**config.mk**
```make
export PLATFORM = sky130hd
export DESIGN_NAME = ucs_dev_flat
export DESIGN_NICKNAME = d
export VERILOG_FILES = /design/src/ucs_pkg.sv /design/src/ucs_if.sv /design/src/ucs_dev.sv /design/src/flat_wrapper.sv
export SDC_FILE = /design/constraint.sdc
export NUM_CORES = 1
export LEC_CHECK = 0
export BUFFER_PORTS_ARGS = -buffer_cell sky130_fd_sc_hd__buf_2
export CAP_MARGIN = 10
export CORE_UTILIZATION = 37
export CTS_BUF_LIST = sky130_fd_sc_hd__clkbuf_8
export DETAILED_ROUTE_END_ITERATION = 6
export GPL_TIMING_DRIVEN = 0
export RECOVER_POWER = 100
export REMOVE_ABC_BUFFERS = 1
export SYNTH_ARGS = -nofsm -noshare
export SYNTH_HDL_FRONTEND = slang
export SYNTH_SLANG_ARGS = --single-unit
export TNS_END_PERCENT = 30
```
**constraint.sdc**
```tcl
create_clock -name clk_i -period 3.6 [get_ports clk_i]
set_clock_uncertainty 0.2 [all_clocks]
set_input_delay 0.72 -clock clk_i [delete_from_list [all_inputs] [get_ports clk_i]]
set_output_delay 0.72 -clock clk_i [all_outputs]
set_load 0.1 [all_outputs]
```
**src/ucs_pkg.sv**
```systemverilog
// Package of constants for the serial command and clock-select block.
// Assumes a single 200 MHz clock shared by both ends.
package ucs_pkg;
    localparam logic [3:0] UCS_ADDR_CSB   = 4'h1;
    localparam logic [3:0] UCS_ADDR_CMD_A = 4'h2;
    localparam logic [3:0] UCS_ADDR_CMD_B = 4'hA;
    localparam logic [3:0] UCS_OFS_CTRL   = 4'h0;
    localparam logic [3:0] UCS_OFS_STAT   = 4'h4;
    localparam logic [3:0] UCS_OFS_CSB    = 4'h8;
    localparam logic [3:0] UCS_OFS_CMDA   = 4'hC;
    localparam logic [3:0] UCS_OFS_CMDB   = 4'hD;
    localparam logic [3:0] UCS_CSEL_PIN16 = 4'hE;
    localparam logic [3:0] UCS_CSEL_PIN1  = 4'hF;
    localparam int UCS_BIT_RX_EN  = 0;
    localparam int UCS_BIT_RX_DIS = 1;
    localparam int UCS_BIT_TX_EN  = 2;
    localparam int UCS_BIT_TX_DIS = 3;
    localparam logic [3:0] UCS_MC_NONE     = 4'h0;
    localparam logic [3:0] UCS_MC_MRP_ONE  = 4'h1;
    localparam logic [3:0] UCS_MC_RX_RST   = 4'h2;
    localparam logic [3:0] UCS_MC_TX_RST   = 4'h3;
    localparam logic [3:0] UCS_MC_ERR_CLR  = 4'h4;
    localparam logic [3:0] UCS_MC_BRK_CLR  = 4'h5;
    localparam logic [3:0] UCS_MC_BRK_ON   = 4'h6;
    localparam logic [3:0] UCS_MC_BRK_OFF  = 4'h7;
    localparam logic [3:0] UCS_MC_RTS_ON   = 4'h8;
    localparam logic [3:0] UCS_MC_RTS_OFF  = 4'h9;
    localparam logic [3:0] UCS_MC_TO_ON    = 4'hA;
    localparam logic [3:0] UCS_MC_MRP_ZERO = 4'hB;
    localparam logic [3:0] UCS_MC_TO_OFF   = 4'hC;
    localparam logic [3:0] UCS_MC_PD_ON    = 4'hE;
    localparam logic [3:0] UCS_MC_PD_OFF   = 4'hF;
    localparam logic [1:0] UCS_MRP_ZERO = 2'h0;
    localparam logic [1:0] UCS_MRP_ONE  = 2'h1;
    localparam logic [1:0] UCS_MRP_TWO  = 2'h2;
    localparam logic [7:0] UCS_CSB_RESET = 8'h00;
    localparam logic [1:0] UCS_GAP_EDGES = 2'h3;
endpackage

```
**src/ucs_if.sv**
```systemverilog
// Interface carrying register writes from the host end to the device end.
// Assumes both ends share clk_i.
`timescale 1ns/1ps
interface ucs_if;
    logic       wr;
    logic [3:0] addr;
    logic [7:0] wdata;
    modport dev  (input wr, input addr, input wdata);
    modport host (output wr, output addr, output wdata);
endinterface

```
**src/ucs_dev.sv**
```systemverilog
// Device end: clock select for channel B and command interpreters for both channels.
// Assumes writes arrive on the interface one cycle each, already spaced by the host.
`timescale 1ns/1ps
module ucs_dev (
    input  wire logic       clk_i,
    input  wire logic       rst_i,
    ucs_if.dev              bus,
    input  wire logic [1:0] tx_idle_i,
    input  wire logic [1:0] mr_access_i,
    output logic      [1:0] rx_en_o,
    output logic      [1:0] tx_en_o,
    output logic      [1:0] tx_ready_flag_o,
    output logic      [1:0] tx_empty_flag_o,
    output logic      [1:0] rx_abort_o,
    output logic      [1:0] rx_search_o,
    output logic      [1:0] rx_reset_o,
    output logic      [1:0] tx_reset_o,
    output logic      [1:0] err_clr_o,
    output logic      [1:0] brk_chg_clr_o,
    output logic      [1:0] brk_on_o,
    output logic      [1:0] request_to_send_out_o,
    output logic      [1:0] timeout_mode_o,
    output logic      [1:0] ctr_stop_o,
    output logic      [3:0] mr_ptr_o,
    output logic            osc_run_o,
    output logic      [1:0] rx_b_src_o,
    output logic      [1:0] tx_b_src_o,
    output logic      [7:0] csb_o
);
    logic [7:0] csb_reg;
    logic [1:0] mrp_reg [2];
    logic       osc_reg;

    // Returns 0 for internal 16x, 1 for pin 16x, 2 for pin 1x.
    function automatic logic [1:0] ucs_csel(input logic [3:0] code);
        if (code == ucs_pkg::UCS_CSEL_PIN1) begin
            ucs_csel = 2'h2;
        end else if (code == ucs_pkg::UCS_CSEL_PIN16) begin
            ucs_csel = 2'h1;
        end else begin
            ucs_csel = 2'h0;
        end
    endfunction

    // Pointer step after an access.
    function automatic logic [1:0] ucs_mrp_step(input logic [1:0] p);
        ucs_mrp_step = (p == ucs_pkg::UCS_MRP_ZERO) ? ucs_pkg::UCS_MRP_ONE : ucs_pkg::UCS_MRP_TWO;
    endfunction

    always_ff @(posedge clk_i or posedge rst_i) begin
        if (rst_i) begin
            csb_reg <= ucs_pkg::UCS_CSB_RESET;
        end else if (bus.wr && bus.addr == ucs_pkg::UCS_ADDR_CSB) begin
            csb_reg <= bus.wdata;
        end
    end
    assign csb_o      = csb_reg;
    assign rx_b_src_o = ucs_csel(csb_reg[7:4]);
    assign tx_b_src_o = ucs_csel(csb_reg[3:0]);

    always_ff @(posedge clk_i or posedge rst_i) begin
        if (rst_i) begin
            osc_reg <= 1'b1;
        end else if (bus.wr && bus.addr == ucs_pkg::UCS_ADDR_CMD_A) begin
            if (bus.wdata[7:4] == ucs_pkg::UCS_MC_PD_ON) begin
                osc_reg <= 1'b0;
            end else if (bus.wdata[7:4] == ucs_pkg::UCS_MC_PD_OFF) begin
                osc_reg <= 1'b1;
            end
        end
    end
    assign osc_run_o = osc_reg;

    genvar ch;
    generate
        for (ch = 0; ch < 2; ch++) begin : g_ch
            logic       hit;
            logic [3:0] mc;
            logic [3:0] lo;
            logic       cmd_ok;
            assign hit = bus.wr && (bus.addr == (ch == 0 ? ucs_pkg::UCS_ADDR_CMD_A
                                                          : ucs_pkg::UCS_ADDR_CMD_B));
            assign mc  = bus.wdata[7:4];
            assign lo  = bus.wdata[3:0];
            // Commands other than restart on channel A are ignored while the oscillator is stopped.
            assign cmd_ok = hit && (osc_reg || (ch == 0 && mc == ucs_pkg::UCS_MC_PD_OFF));

            // Receiver and transmitter enables; low and high nibble act together.
            always_ff @(posedge clk_i or posedge rst_i) begin
                if (rst_i) begin
                    rx_en_o[ch] <= 1'b0;
                end else if (cmd_ok) begin
                    if (mc == ucs_pkg::UCS_MC_RX_RST || lo[ucs_pkg::UCS_BIT_RX_DIS]) begin
                        rx_en_o[ch] <= 1'b0;
                    end else if (lo[ucs_pkg::UCS_BIT_RX_EN]) begin
                        rx_en_o[ch] <= 1'b1;
                    end
                end
            end

            always_ff @(posedge clk_i or posedge rst_i) begin
                if (rst_i) begin
                    tx_en_o[ch]         <= 1'b0;
                    tx_ready_flag_o[ch] <= 1'b0;
                    tx_empty_flag_o[ch] <= 1'b0;
                end else if (cmd_ok) begin
                    if (mc == ucs_pkg::UCS_MC_TX_RST || lo[ucs_pkg::UCS_BIT_TX_DIS]) begin
                        tx_en_o[ch]         <= 1'b0;
                        tx_ready_flag_o[ch] <= 1'b0;
                        tx_empty_flag_o[ch] <= 1'b0;
                    end else if (lo[ucs_pkg::UCS_BIT_TX_EN]) begin
                        tx_en_o[ch] <= 1'b1;
                        if (tx_idle_i[ch]) begin
                            tx_ready_flag_o[ch] <= 1'b1;
                            tx_empty_flag_o[ch] <= 1'b1;
                        end
                    end
                end
            end

            // One-cycle command pulses.
            always_ff @(posedge clk_i or posedge rst_i) begin
                if (rst_i) begin
                    rx_abort_o[ch]    <= 1'b0;
                    rx_search_o[ch]   <= 1'b0;
                    rx_reset_o[ch]    <= 1'b0;
                    tx_reset_o[ch]    <= 1'b0;
                    err_clr_o[ch]     <= 1'b0;
                    brk_chg_clr_o[ch] <= 1'b0;
                    ctr_stop_o[ch]    <= 1'b0;
                end else begin
                    rx_abort_o[ch]    <= cmd_ok && lo[ucs_pkg::UCS_BIT_RX_DIS];
                    rx_search_o[ch]   <= cmd_ok && lo[ucs_pkg::UCS_BIT_RX_EN];
                    rx_reset_o[ch]    <= cmd_ok && mc == ucs_pkg::UCS_MC_RX_RST;
                    tx_reset_o[ch]    <= cmd_ok && mc == ucs_pkg::UCS_MC_TX_RST;
                    err_clr_o[ch]     <= cmd_ok && (mc == ucs_pkg::UCS_MC_ERR_CLR
                                                    || mc == ucs_pkg::UCS_MC_RX_RST);
                    brk_chg_clr_o[ch] <= cmd_ok && mc == ucs_pkg::UCS_MC_BRK_CLR;
                    ctr_stop_o[ch]    <= cmd_ok && mc == ucs_pkg::UCS_MC_TO_ON;
                end
            end

            // Break, request-to-send and time-out mode levels.
            always_ff @(posedge clk_i or posedge rst_i) begin
                if (rst_i) begin
                    brk_on_o[ch]              <= 1'b0;
                    request_to_send_out_o[ch] <= 1'b1;
                    timeout_mode_o[ch]        <= 1'b0;
                end else if (cmd_ok) begin
                    unique case (mc)
                        ucs_pkg::UCS_MC_BRK_ON:  brk_on_o[ch] <= tx_en_o[ch];
                        ucs_pkg::UCS_MC_BRK_OFF: brk_on_o[ch] <= 1'b0;
                        ucs_pkg::UCS_MC_TX_RST:  brk_on_o[ch] <= 1'b0;
                        ucs_pkg::UCS_MC_RTS_ON:  request_to_send_out_o[ch] <= 1'b0;
                        ucs_pkg::UCS_MC_RTS_OFF: request_to_send_out_o[ch] <= 1'b1;
                        ucs_pkg::UCS_MC_TO_ON:   timeout_mode_o[ch] <= 1'b1;
                        ucs_pkg::UCS_MC_TO_OFF:  timeout_mode_o[ch] <= 1'b0;
                        default: ;
                    endcase
                end
            end

            // Mode-register pointer.
            always_ff @(posedge clk_i or posedge rst_i) begin
                if (rst_i) begin
                    mrp_reg[ch] <= ucs_pkg::UCS_MRP_ZERO;
                end else if (cmd_ok && mc == ucs_pkg::UCS_MC_MRP_ONE) begin
                    mrp_reg[ch] <= ucs_pkg::UCS_MRP_ONE;
                end else if (cmd_ok && mc == ucs_pkg::UCS_MC_MRP_ZERO) begin
                    mrp_reg[ch] <= ucs_pkg::UCS_MRP_ZERO;
                end else if (mr_access_i[ch]) begin
                    mrp_reg[ch] <= ucs_mrp_step(mrp_reg[ch]);
                end
            end
            assign mr_ptr_o[2*ch +: 2] = mrp_reg[ch];
        end
    endgenerate
endmodule

```
**src/flat_wrapper.sv**
```systemverilog
// flat-port wrapper written by rule: the top's interface ports become plain ports
module ucs_dev_flat 
  (clk_i, rst_i, tx_idle_i, mr_access_i, rx_en_o, tx_en_o, tx_ready_flag_o, tx_empty_flag_o, rx_abort_o, rx_search_o, rx_reset_o, tx_reset_o, err_clr_o, brk_chg_clr_o, brk_on_o, request_to_send_out_o, timeout_mode_o, ctr_stop_o, mr_ptr_o, osc_run_o, rx_b_src_o, tx_b_src_o, csb_o, bus_wr, bus_addr, bus_wdata);
  ucs_if bus_i ();
  input  wire logic clk_i;
  input  wire logic rst_i;
  input  wire logic [1:0] tx_idle_i;
  input  wire logic [1:0] mr_access_i;
  output logic      [1:0] rx_en_o;
  output logic      [1:0] tx_en_o;
  output logic      [1:0] tx_ready_flag_o;
  output logic      [1:0] tx_empty_flag_o;
  output logic      [1:0] rx_abort_o;
  output logic      [1:0] rx_search_o;
  output logic      [1:0] rx_reset_o;
  output logic      [1:0] tx_reset_o;
  output logic      [1:0] err_clr_o;
  output logic      [1:0] brk_chg_clr_o;
  output logic      [1:0] brk_on_o;
  output logic      [1:0] request_to_send_out_o;
  output logic      [1:0] timeout_mode_o;
  output logic      [1:0] ctr_stop_o;
  output logic      [3:0] mr_ptr_o;
  output logic osc_run_o;
  output logic      [1:0] rx_b_src_o;
  output logic      [1:0] tx_b_src_o;
  output logic      [7:0] csb_o;
  input wire logic [$bits(bus_i.wr)-1:0] bus_wr;
  input wire logic [$bits(bus_i.addr)-1:0] bus_addr;
  input wire logic [$bits(bus_i.wdata)-1:0] bus_wdata;
  assign bus_i.wr = bus_wr;
  assign bus_i.addr = bus_addr;
  assign bus_i.wdata = bus_wdata;
  ucs_dev u_core (.clk_i(clk_i), .rst_i(rst_i), .bus(bus_i), .tx_idle_i(tx_idle_i), .mr_access_i(mr_access_i), .rx_en_o(rx_en_o), .tx_en_o(tx_en_o), .tx_ready_flag_o(tx_ready_flag_o), .tx_empty_flag_o(tx_empty_flag_o), .rx_abort_o(rx_abort_o), .rx_search_o(rx_search_o), .rx_reset_o(rx_reset_o), .tx_reset_o(tx_reset_o), .err_clr_o(err_clr_o), .brk_chg_clr_o(brk_chg_clr_o), .brk_on_o(brk_on_o), .request_to_send_out_o(request_to_send_out_o), .timeout_mode_o(timeout_mode_o), .ctr_stop_o(ctr_stop_o), .mr_ptr_o(mr_ptr_o), .osc_run_o(osc_run_o), .rx_b_src_o(rx_b_src_o), .tx_b_src_o(tx_b_src_o), .csb_o(csb_o));
endmodule
```
==> results_tabular.tex <==
\begin{tabular}{lr}
\hline
Metric & Value \\
\hline
\multicolumn{2}{l}{\textbf{Finish}} \\
\quad Fraction of final layout cells sized beyond drive strength 1 & 0.1511 \\
\quad Number of antenna cells inserted & 0 \\
\quad NumNets Final & about 240 \\
\quad Post-synthesis to final-layout area growth & 18.56\% \\
\multicolumn{2}{l}{\textbf{STA}} \\
\quad Count of endpoints failing hold in the final timing report & 0 \\
\quad Final worst-path setup slack & between 0.8 and 0.9 ns \\
\quad Max-slew violation total from the final report & 0 \\
\quad Period utilisation layout & 0.7678 \\
\quad Slew margin rel. & 0.02392 \\
\quad Clock period minus worst slack & about 2.8 ns \\
\quad Peak clock frequency supported by timing & 361.8 MHz \\
\quad Unrepaired setup endpoints after global routing & false \\
\quad Pin slew with the least headroom to its limit & between 1 and 1.5 ns \\
\quad Total negative slack for setup checks & 0 ns \\
\quad Final count of negative-setup-slack endpoints & 0 \\
\multicolumn{2}{l}{\textbf{CTS}} \\
\quad CTS tree & yes \\
\quad TritonCTS Buffers & 5 \\
\quad Deepest level of the CTS H-tree & 2 \\
\quad Cts repair resizes & 0 \\
\quad Number of buffers between clock root and the deepest sink & 2 \\
\quad Post-CTS setup repair buffer count & 0 \\
\quad Root Buffer & clkbuf\_8 \\
\quad Skew-Pair Late Insertion Delay & around 0.29 ns \\
\quad Count of hold buffers inserted by post-cts repair & 0 \\
\quad Clock Sink Count & 39 \\
\quad CTS clock-pin slew for the worst setup and hold paths & $\sim$0.070 ns \\
\multicolumn{2}{l}{\textbf{Yosys}} \\
\quad Area contributors post-synth & dfrtp\_1, mux2\_4, dfstp\_2 \\
\quad Async set-reset flop share out of synthesis & 1.000 \\
\quad Portion of the post-synthesis area used by sequential elements & 0.5283 \\
\quad Post-synth EDFFs & 0 \\
\quad Count of mapped cells out of synthesis & 165 \\
\quad Count of warnings emitted by yosys & 0 \\
\quad Cell accounting for the most synthesized area & dfrtp\_1 \\
\quad Synth cell types & 46 \\
\quad Post-synth top cells & dfrtp\_1, nor2\_1, inv\_1, nor3\_1, nor4\_1 \\
\quad Mapped cell area & around 0.0019 sq mm \\
\quad Yosys reg bits & 39 \\
\quad Syn Area/Cell & around 11 sq um \\
\quad Fraction of post-synthesis cell area in the top cell type by area & 0.4858 \\
\quad Top FF cell, synth & dfrtp\_1 \\
\quad Leading cell type by number of instances after synthesis & dfrtp\_1 \\
\multicolumn{2}{l}{\textbf{Worst setup path}} \\
\quad Path type of the worst setup path & reg -> out \\
\quad Cell family with most CP delay & buffers and inverters \\
\quad Largest fanout of any net on the critical path & 8 \\
\quad Critical path buffer and inverter count & 1 \\
\quad Required @ worst endpoint & about 2.7 ns \\
\quad Type of destination of the critical path & output port \\
\quad Startpoint type of the worst setup path & flop \\
\quad Delay contributed by the slowest stage of the critical path & approximately 0.9 ns \\
\quad Highest-delay cell along the critical path & clkbuf\_1 \\
\quad Arrival time worst endpoint & about 1.8 ns \\
\quad Chain of cells forming the critical path & clkbuf\_1 \\
\multicolumn{2}{l}{\textbf{Floorplan}} \\
\quad Die Outline Area & about 0.0053 sq mm \\
\quad Number of top-level design ports & 64 \\
\quad Placeable core region & between 0.004 and 0.005 sq mm \\
\quad Standard-cell rows & 25 \\
\quad Overall die width & between 70 and 80 um \\
\quad Initial Utilization & 0.3875 \\
\quad Die Y-Extent & roughly 73 um \\
\multicolumn{2}{l}{\textbf{GRT}} \\
\quad Number of antenna violations at the first check in global routing & 0 \\
\quad GRT Resource Usage Total & 0.1818 \\
\quad Vias in the first global route & around 1400 \\
\quad Wire length of the first global-routing pass & roughly 7100 um \\
\quad Total congestion overflow after global routing & 0 \\
\quad Largest net degree at the start of global routing & 40 \\
\multicolumn{2}{l}{\textbf{Routing}} \\
\quad DR vias/cell & 5.178 \\
\quad Total vias in the final route & around 1500 \\
\quad Post-detailed-routing wire length & around 4400 um \\
\quad Number of DRC violations after detailed-routing iteration 0 & 76 \\
\quad DRT antenna net count & 0 \\
\quad Average wire per cell in the routed design & between 15 and 20 um \\
\quad Count of unresolved DRC violations after routing & 0 \\
\quad First-pass detailed-route iteration total & 4 \\
\multicolumn{2}{l}{\textbf{Placement}} \\
\quad Gpl congestion & $\sim$0.8 \\
\quad HPWL after detailed placement & between 3000 and 4000 um \\
\quad Buffers on Ports & 63 \\
\quad Worst-case setup slack after placement & $\sim$0.88 ns \\
\multicolumn{2}{l}{\textbf{Job}} \\
\quad Total of max-cap violations & 0 \\
\multicolumn{2}{l}{\textbf{Outcome}} \\
\quad Outcome & complete, no violations \\
\multicolumn{2}{l}{\textbf{Power}} \\
\quad Power consumption & between 1000 and 1500 uW \\
\quad Power per Cell Area & $\sim$570 mW/mm\^{}2 \\
\quad Leakage power total & 0.0009566 uW \\
\quad Max VDD drop & between 0.2 and 0.3 mV \\
\multicolumn{2}{l}{\textbf{Worst hold path}} \\
\quad Tightest Hold Check Type & reg -> reg \\
\hline
\end{tabular}
[area by class of cell]
| cell class | instances | area (sq um) |
|---|---|---|
| fill | 503 | 2587 |
| sequential | 39 | 979.7 |
| multi-input combinational | 107 | 757.0 |
| timing repair buffer | 63 | 256.5 |
| tap | 67 | 83.83 |
| clock buffer | 6 | 82.58 |
| inverter | 9 | 33.78 |
| clock inverter | 1 | 5.005 |
[logic make-up (layout without fill, tap and decap cells)]
family,Yosys count,in the layout,share of synthesized area
xor+xnor,1,1,0.004724
compound gates,24,24,0.1005
flops,39,39,0.5283
simple gates,69,69,0.2254
mux,13,13,0.08974
buf+inv,19,79,0.05128
[final timing paths]
kind	slack, ns	start	endpoint	depth (start not counted)
hold / removal	0.30	u_core.rx_en_o[0]	u_core.rx_en_o[0]	1
setup reg to reg	1.52	u_core.osc_run_o	u_core.brk_on_o[1]	3
setup / recovery	0.84	u_core.osc_run_o	osc_run_o	1
max in group asynchronous	1.70	rst_i	u_core.timeout_mode_o[0]	2
min in group asynchronous	0.66	rst_i	u_core.rx_reset_o[0]	2
hold reg to reg	0.30	u_core.rx_en_o[0]	u_core.rx_en_o[0]	1
[flip-flops by register name, indices dropped and copies added, names as in the netlist]
register,flops
u_core.csb_o,8
u_core.mr_ptr_o,4
u_core.brk_chg_clr_o,2
u_core.brk_on_o,2
u_core.ctr_stop_o,2
u_core.err_clr_o,2
u_core.request_to_send_out_o,2
u_core.rx_abort_o,2
u_core.rx_en_o,2
u_core.rx_reset_o,2
u_core.rx_search_o,2
u_core.timeout_mode_o,2
u_core.tx_en_o,2
u_core.tx_ready_flag_o,2
u_core.tx_reset_o,2
u_core.osc_run_o,1
[layout by cell type, fill, tap and decap left out, types with 2 or more instances in the layout]
cell type	count
nand3b_1	3
mux2i_1	2
o22a_1	6
nand2_1	3
nor2_1	15
mux2_1	7
dfrtp_1	36
a31oi_1	3
nor4_1	9
nand3_1	5
nand2b_1	5
buf_2	16
clkbuf_1	47
inv_1	9
a21oi_1	3
or3b_1	2
a21boi_0	2
nor2b_1	3
nor3_1	9
clkbuf_8	6
mux2_2	4
dfstp_2	2
o211ai_1	2
a41oi_1	3
nor4b_1	2
[per-stage QoR]
step | util | hold WS, ns | instance area (sq um) | instances
3_3_place_gp | 0.4580 | 0.2881 | 2192 | 285
2_1_floorplan | - | 0.6411 | 1793 | 155
6_report | 0.4593 | 0.2988 | 2198 | 292
5_1_grt | 0.4593 | 0.3177 | 2198 | 292
3_5_place_dp | 0.4580 | 0.2806 | 2192 | 285
4_1_cts | 0.4763 | 0.2971 | 2280 | 292
[metal layers]
metal / vias to the layer above / GRT usage / part of all wire
met1: 732 / 0.2569 / 0.50
met3: 7 / 0.04696 / 0.062
met4: 0 / 0.06536 / 0.015
met2: 51 / 0.2700 / 0.43
li1: 722 / - / -
met5: - / 0 / 0
[report_power, final]
part / switching [uW] / internal (uW) / total (uW)
combinational: 381 / 58.8 / 440
sequential: 30.4 / 475 / 506
clock: 149 / 150 / 300
No activity file was read; power rests on OpenSTA's default activity.
